File: src/ppc_pkg.sv
`default_nettype none
package ppc_pkg;
    localparam int NPORTS = 5;
    localparam int RATE_W = 12;
    // Register offsets, one pair per port
    localparam logic [7:0] RATE_OFS [NPORTS] = '{8'h1b, 8'h2b, 8'h3b, 8'h4b, 8'h5b};
    localparam logic [7:0] LINK_OFS [NPORTS] = '{8'h1c, 8'h2c, 8'h3c, 8'h4c, 8'h5c};
    // Rate control register fields
    localparam int RX_DIFF_BIT = 7;
    localparam int RX_HI_FC_BIT = 3;
    localparam int TX_DIFF_BIT = 2;
    localparam int TX_LO_EN_BIT = 1;
    localparam int TX_HI_EN_BIT = 0;
    // Link control register fields
    localparam int AN_DIS_BIT = 7;
    localparam int SPEED_BIT = 6;
    localparam int DUPLEX_BIT = 5;
    localparam int ADV_FC_BIT = 4;
    // Reset values
    localparam logic [7:0] RATE_RST = 8'h00;
    localparam logic [7:0] LINK_RST = 8'h5f;
    localparam logic [7:0] UNMAPPED_RD = 8'h00;
    // Port whose duplex default comes from the strap
    localparam int STRAP_PORT = 3;
    // Cycles after reset release before the synchronised strap is valid
    localparam logic [1:0] STRAP_SETTLE = 2'h3;
endpackage : ppc_pkg
`default_nettype wire

File: src/ppc_cfg_if.sv
`timescale 1ns/10ps
`default_nettype none
interface ppc_cfg_if;
    import ppc_pkg::*;
    logic [7:0] rate_reg;
    logic [7:0] link_reg;
    logic an_failed;
    logic an_speed_100;
    logic an_full;
    logic [RATE_W-1:0] hi_cnt;
    logic [RATE_W-1:0] lo_cnt;
    logic rx_hi_fc_en;
    logic rx_all_lo;
    logic tx_hi_en;
    logic tx_lo_en;
    logic [RATE_W-1:0] tx_hi_rate;
    logic [RATE_W-1:0] tx_lo_rate;
    logic an_enable;
    logic speed_100;
    logic full_duplex;
    logic adv_fc;
    modport bank (output rate_reg, link_reg, an_failed, an_speed_100, an_full, hi_cnt, lo_cnt,
        input rx_hi_fc_en, rx_all_lo, tx_hi_en, tx_lo_en, tx_hi_rate, tx_lo_rate, an_enable,
        speed_100, full_duplex, adv_fc);
    modport port (input rate_reg, link_reg, an_failed, an_speed_100, an_full, hi_cnt, lo_cnt,
        output rx_hi_fc_en, rx_all_lo, tx_hi_en, tx_lo_en, tx_hi_rate, tx_lo_rate, an_enable,
        speed_100, full_duplex, adv_fc);
endinterface : ppc_cfg_if
`default_nettype wire

File: src/ppc_port_rate_link.sv
`timescale 1ns/10ps
`default_nettype none
module ppc_port_rate_link
    import ppc_pkg::*;
(
    // Clock and reset
    input wire logic sys_clk,
    input wire logic srst,
    // Register access from the management interface
    input wire logic [7:0] reg_addr,
    input wire logic reg_wr,
    input wire logic reg_rd,
    input wire logic [7:0] reg_wdata,
    output logic [7:0] reg_rdata,
    output logic reg_rvalid,
    // Strap
    input wire logic duplex_strap_pin,
    // Negotiation results per port
    input wire logic [NPORTS-1:0] an_failed,
    input wire logic [NPORTS-1:0] an_speed_100,
    input wire logic [NPORTS-1:0] an_full,
    // Rate limit counts per port
    input wire logic [NPORTS-1:0][RATE_W-1:0] hi_cnt,
    input wire logic [NPORTS-1:0][RATE_W-1:0] lo_cnt,
    // Rate controls per port
    output logic [NPORTS-1:0] rx_hi_fc_en,
    output logic [NPORTS-1:0] rx_all_lo,
    output logic [NPORTS-1:0] tx_hi_en,
    output logic [NPORTS-1:0] tx_lo_en,
    output logic [NPORTS-1:0][RATE_W-1:0] tx_hi_rate,
    output logic [NPORTS-1:0][RATE_W-1:0] tx_lo_rate,
    // Link controls per port
    output logic [NPORTS-1:0] an_enable,
    output logic [NPORTS-1:0] speed_100,
    output logic [NPORTS-1:0] full_duplex,
    output logic [NPORTS-1:0] adv_fc
);
    typedef struct packed {
        logic [NPORTS-1:0][7:0] rate;
        logic [NPORTS-1:0][7:0] link;
        logic [7:0] rdata;
        logic rvalid;
        logic strap_s1;
        logic strap_s2;
        logic [1:0] settle;
        logic strap_done;
    } ppc_bank_st_t;

    ppc_bank_st_t st_q;
    ppc_bank_st_t st_d;

    ppc_cfg_if cfg_if[NPORTS]();

    // Register bank: each register written only by its own address, except the strap load into the duplex bit of STRAP_PORT
    always_comb
    begin
        st_d = st_q;
        st_d.rvalid = reg_rd;
        st_d.rdata = UNMAPPED_RD;
        // Strap passes two flops before use
        st_d.strap_s1 = duplex_strap_pin;
        st_d.strap_s2 = st_q.strap_s1;
        if (st_q.settle != STRAP_SETTLE)
        begin
            st_d.settle = st_q.settle + 2'h1;
        end
        for (int p = 0; p < NPORTS; p++)
        begin
            if (reg_wr && reg_addr == RATE_OFS[p])
            begin
                st_d.rate[p] = reg_wdata;
            end
            else if (reg_wr && reg_addr == LINK_OFS[p])
            begin
                st_d.link[p] = reg_wdata;
            end
            if (reg_rd && reg_addr == RATE_OFS[p])
            begin
                st_d.rdata = st_q.rate[p];
            end
            else if (reg_rd && reg_addr == LINK_OFS[p])
            begin
                st_d.rdata = st_q.link[p];
            end
        end
        // Load the strap once it has settled; it overrides the duplex bit of a
        // software write in that same cycle, since the strap defines the reset value
        if (!st_q.strap_done && st_q.settle == STRAP_SETTLE)
        begin
            st_d.link[STRAP_PORT][DUPLEX_BIT] = st_q.strap_s2;
            st_d.strap_done = 1'b1;
        end
        if (srst)
        begin
            st_d = '0;
            for (int p = 0; p < NPORTS; p++)
            begin
                st_d.rate[p] = RATE_RST;
                st_d.link[p] = LINK_RST;
            end
        end
    end

    always_ff @(posedge sys_clk)
    begin
        st_q <= st_d;
    end

    assign reg_rdata = st_q.rdata;
    assign reg_rvalid = st_q.rvalid;

    // One decoder per port
    for (genvar g = 0; g < NPORTS; g++)
    begin : g_port
        assign cfg_if[g].rate_reg = st_q.rate[g];
        assign cfg_if[g].link_reg = st_q.link[g];
        assign cfg_if[g].an_failed = an_failed[g];
        assign cfg_if[g].an_speed_100 = an_speed_100[g];
        assign cfg_if[g].an_full = an_full[g];
        assign cfg_if[g].hi_cnt = hi_cnt[g];
        assign cfg_if[g].lo_cnt = lo_cnt[g];

        ppc_port_cfg u_port (
            .sys_clk(sys_clk),
            .srst(srst),
            .cfg(cfg_if[g])
        );

        assign rx_hi_fc_en[g] = cfg_if[g].rx_hi_fc_en;
        assign rx_all_lo[g] = cfg_if[g].rx_all_lo;
        assign tx_hi_en[g] = cfg_if[g].tx_hi_en;
        assign tx_lo_en[g] = cfg_if[g].tx_lo_en;
        assign tx_hi_rate[g] = cfg_if[g].tx_hi_rate;
        assign tx_lo_rate[g] = cfg_if[g].tx_lo_rate;
        assign an_enable[g] = cfg_if[g].an_enable;
        assign speed_100[g] = cfg_if[g].speed_100;
        assign full_duplex[g] = cfg_if[g].full_duplex;
        assign adv_fc[g] = cfg_if[g].adv_fc;
    end
endmodule : ppc_port_rate_link
`default_nettype wire

File: src/ppc_port_cfg.sv
`timescale 1ns/10ps
`default_nettype none
module ppc_port_cfg
    import ppc_pkg::*;
(
    // Clock and reset
    input wire logic sys_clk,
    input wire logic srst,
    // Port configuration
    ppc_cfg_if.port cfg
);
    typedef struct packed {
        logic rx_hi_fc_en;
        logic rx_all_lo;
        logic tx_hi_en;
        logic tx_lo_en;
        logic [RATE_W-1:0] tx_hi_rate;
        logic [RATE_W-1:0] tx_lo_rate;
        logic an_enable;
        logic speed_100;
        logic full_duplex;
        logic adv_fc;
    } ppc_port_st_t;

    ppc_port_st_t st_q;
    ppc_port_st_t st_d;
    logic rx_diff;
    logic tx_diff;
    logic an_dis;

    assign rx_diff = cfg.rate_reg[RX_DIFF_BIT];
    assign tx_diff = cfg.rate_reg[TX_DIFF_BIT];
    assign an_dis = cfg.link_reg[AN_DIS_BIT];

    // Decode both registers into the controls the port datapath uses
    always_comb
    begin
        st_d = st_q;
        st_d.rx_hi_fc_en = cfg.rate_reg[RX_HI_FC_BIT] & rx_diff;
        st_d.rx_all_lo = ~rx_diff;
        st_d.tx_lo_en = cfg.rate_reg[TX_LO_EN_BIT];
        st_d.tx_hi_en = cfg.rate_reg[TX_HI_EN_BIT] & tx_diff;
        // High-priority packets borrow the low counter unless differential
        st_d.tx_hi_rate = tx_diff ? cfg.hi_cnt : cfg.lo_cnt;
        st_d.tx_lo_rate = cfg.lo_cnt;
        st_d.an_enable = ~an_dis;
        st_d.speed_100 = an_dis ? cfg.link_reg[SPEED_BIT] : cfg.an_speed_100;
        // A failed negotiation falls back to the forced duplex as well
        st_d.full_duplex = (an_dis | cfg.an_failed) ? cfg.link_reg[DUPLEX_BIT]
                                                    : cfg.an_full;
        st_d.adv_fc = cfg.link_reg[ADV_FC_BIT];
        if (srst)
        begin
            st_d = '0;
        end
    end

    always_ff @(posedge sys_clk)
    begin
        st_q <= st_d;
    end

    assign cfg.rx_hi_fc_en = st_q.rx_hi_fc_en;
    assign cfg.rx_all_lo = st_q.rx_all_lo;
    assign cfg.tx_hi_en = st_q.tx_hi_en;
    assign cfg.tx_lo_en = st_q.tx_lo_en;
    assign cfg.tx_hi_rate = st_q.tx_hi_rate;
    assign cfg.tx_lo_rate = st_q.tx_lo_rate;
    assign cfg.an_enable = st_q.an_enable;
    assign cfg.speed_100 = st_q.speed_100;
    assign cfg.full_duplex = st_q.full_duplex;
    assign cfg.adv_fc = st_q.adv_fc;
endmodule : ppc_port_cfg
`default_nettype wire

File: config.mk
export PLATFORM = sky130hd
export DESIGN_NAME = ppc_port_rate_link
export DESIGN_NICKNAME = d
export VERILOG_FILES = /design/src/ppc_pkg.sv /design/src/ppc_cfg_if.sv /design/src/ppc_port_rate_link.sv /design/src/ppc_port_cfg.sv
export SDC_FILE = /design/constraint.sdc
export NUM_CORES = 1
export LEC_CHECK = 0
export BUFFER_PORTS_ARGS = -buffer_cell sky130_fd_sc_hd__buf_4
export CAP_MARGIN = 40
export CELL_PAD_IN_SITES_DETAIL_PLACEMENT = 1
export CELL_PAD_IN_SITES_GLOBAL_PLACEMENT = 1
export CORE_MARGIN = 3
export CORE_UTILIZATION = 37
export CTS_CLUSTER_SIZE = 25
export DETAILED_ROUTE_END_ITERATION = 6
export GPL_ROUTABILITY_DRIVEN = 0
export PLACE_DENSITY_LB_ADDON = 0.1
export SLEW_MARGIN = 20
export SYNTH_ARGS = -nofsm -noshare
export SYNTH_HDL_FRONTEND = slang
export SYNTH_SLANG_ARGS = --single-unit
File: constraint.sdc
create_clock -name sys_clk -period 2.1 [get_ports sys_clk]
set_clock_uncertainty 0.15 [all_clocks]
set_input_delay 0.21 -clock sys_clk [delete_from_list [all_inputs] [get_ports sys_clk]]
set_output_delay 0.21 -clock sys_clk [all_outputs]
set_load 0.01 [all_outputs]
==> summary.md <==
| Metric | Value |
|---|---|
| Synthesized flop and latch total | `~250` |
| Power Density | `between 700 and 800 nW/um^2` |
| Synth cell count leaders | `dfxtp_1, nor2_1, nor2b_1, mux2i_1, nand2_1` |
| Total clock sinks | `roughly 250` |
| Nets | `1585` |
| P_int | `roughly 8.5 mW` |
| Max cap viols | `0` |
| Count leader, synth | `dfxtp_1` |
| Clock Latency Late Sink | `540 ps` |
| Synth top area share | `0.5230` |
| Hold/Removal Path Class | `in -> reg` |
| Setup_tns | `0 ps` |
| Number of buffers created by CTS | `29` |
| Most used DFF post-synth | `dfxtp_1` |
| Synth top area cells | `dfxtp_1, mux2i_1, nor2b_1, nor2_1, buf_4` |
| Min Tclk post-route | `just over 2000 ps` |
| Final hold vios | `0` |
| Total die area | `about 28000 sq um` |
| Mapped Nets | `roughly 1200` |
| Synth area leader | `dfxtp_1` |
| Proportion of layout cells with a drive suffix above 1 | `0.3001` |
| Worst relative slew slack | `0.5655` |
| PnR worst setup slack | `roughly 77 ps` |
| Critical Path AT | `~2300 ps` |
| Iteration-0 DRC Markers | `491` |
| Pin count of the biggest net entering global routing | `86` |
| Switching power | `~2.7 mW` |
| Clock power share | `0.432` |
| # fillers | `2769` |
| Total gr overflow | `0` |
| Fmax | `between 0.4 and 0.5 GHz` |
| Final setup vio count | `0` |
| Startpoint types | `primary input` |
| Nature of the critical path endpoint | `register` |
| CP Max Fanout | `12` |
| Slew Limit Fails | `0` |
| Mapped cell area | `about 9700 sq um` |
| First-pass GRT wire length | `between 50 and 60 mm` |
| Syn_area_per_cell | `about 10 sq um` |
| Logic pwr share | `0.117` |
| Post-CTS Setup Bufs | `0` |
| Buffers on Ports | `324` |
| Status | `complete, no violations` |
| CTS max path bufs | `3` |
| DP Wirelength | `between 20 and 25 mm` |
| Dpl ws | `11.35 ps` |
| Vias | `between 8000 and 9000` |
| Finished Cell Area | `approximately 15000 sq um` |
| WP data required | `2360 ps` |
| Fin crit share | `0.9635` |
| Switching share of power | `0.2420` |
| Starting density of the core | `0.3817` |
| Sequential power share | `0.451` |
| Initial antenna violation count | `1` |
| Sequential area share after synthesis | `0.5230` |
| Synth Instances | `997` |
| Die width | `about 170 um` |
| P&R area growth vs syn | `51.53%` |
| Worst Tran Pin Value | `about 650 ps` |
| Synth async-reset ratio | `0` |
| Vias in the first global route | `9901` |
| Clock Tree Root | `clkbuf_16` |
| R2R Setup Slk | `roughly 130 ps` |
| Die Y-Extent | `between 150 and 200 um` |
| Maximum VDD drop | `~0.6 mV` |
| Router iterations before antenna repair | `4` |
| # H-tree levels | `1` |
| Leak Pwr | `around 6.1 nW` |
| Residual DRC | `0` |
| Antenna-violating nets left | `0` |
| Kind of critical path | `in -> reg` |
| Clk slew on worst S/H paths | `approximately 60 ps` |
| Wirelength, routed | `just under 40 mm` |
| GRT Resource Usage Total | `0.2673` |
| TritonCTS clock tree | `yes` |
| Row cnt | `between 50 and 60` |
| Post-DP Area | `12190 sq um` |
| RSZ-0062 raised after global routing | `false` |
| CORE AREA | `approximately 25000 sq um` |
| Syn. warnings | `0` |
| Post-DR vias/cell | `5.012` |
| WL per Instance | `21.91 um` |
| Number of synthesized flops with an enable pin | `0` |
| Number of top-level pins | `roughly 330` |
| Yosys cell types | `65` |
==> final cells by class <==
| class | count | area [sq um] | share of cell area |
|---|---|---|---|
| flip-flops and latches | 254 | 5089 | 0.3454 |
| repair buffers | 521 | 4360 | 0.2960 |
| multi-input cells | 614 | 3938 | 0.2673 |
| clock buffers | 42 | 854.6 | 0.05801 |
| well taps | 330 | 412.9 | 0.02803 |
| clock inverters | 7 | 45.04 | 0.003058 |
| inverters | 8 | 30.03 | 0.002038 |
| diodes | 1 | 2.502 | 0.0001699 |
==> power by group through the flow <==
stage	logic (mW)	registers, mW	clock network, mW
finish	1.32	5.05	4.84
global route	1.41	5.06	5.17
floorplan	0.364	5.20	0
detailed placement	1.03	5.14	0
global placement	1.01	5.14	0
CTS	1.28	5.04	4.92
==> layout by cell type, fill, tap and decap left out, drive strengths merged, types with 7 or more instances in the layout <==
master         n
buf          358
dfxtp        254
dlygate4sd3  162
nor2         132
nor2b        104
mux2i         87
nand2         56
o21ai         55
a21oi         50
clkbuf        43
a211o         30
and3          12
o211ai         9
inv            9
nand3          7
==> critical path, cell delays in order <==
cell,delay (ps)
dlygate4sd3_1,540
buf_4,190
nor4b_2,400
nand3_1,320
buf_4,270
o211ai_1,260
o21ai_1,90
==> routing by layer <==
metal | global-route usage | part of all wire | vias to the layer above
met1 | 0.2951 | 0.38 | 4295
met3 | 0.07208 | 0.071 | 101
li1 | - | - | 4195
met5 | 0 | 0 | -
met4 | 0.1409 | 0.056 | 0
met2 | 0.4692 | 0.49 | 315
==> stage by stage <==
stage / util / cells / hold WS [ps] / power [mW]
final: 0.5783 / 1777 / 16.46 / 11.20
after global routing: 0.5783 / 1777 / 32.94 / 11.65
after CTS: 0.5780 / 1776 / 6.380 / 11.23
after detailed placement: 0.4786 / 1564 / 275.5 / 6.170
after global placement: 0.4786 / 1564 / 277.5 / 6.148
after floorplan: - / 997 / 188.2 / 5.566
==> path summary, 6_finish.rpt <==
kind | from | to | cells after the start
worst min-delay path | srst | g_port[4].u_port.cfg.tx_lo_rate[1]$_SDFF_PP0_ | 2
worst min register to register | cfg_if[1].rate_reg[0]$_SDFFE_PP0P_ | g_port[1].u_port.cfg.tx_hi_en$_SDFF_PP0_ | 2
worst max register to register | cfg_if[1].link_reg[7]$_SDFFE_PP0P_ | g_port[1].u_port.cfg.full_duplex$_SDFF_PP0_ | 5
worst max-delay path | reg_addr[7] | reg_rdata[6]$_SDFF_PP0_ | 7
==> timing repair <==
action | in CTS | in global routing
endpoints found under the hold margin | 212 | 0
hold buffers | 163 | 0
endpoints found under the setup margin | 0 | 10
gates resized for setup | 0 | 5
==> kinds of logic after synthesis <==
kind of cell / Yosys count / share of synthesized area
buf+inv: 130 / 0.07336
simple gates: 341 / 0.1901
compound gates: 183 / 0.1217
flops: 254 / 0.5230
mux: 87 / 0.08958
xor+xnor: 1 / 0.0009011
fa+ha+maj: 1 / 0.001287
Power figures use the tool's default switching activity.
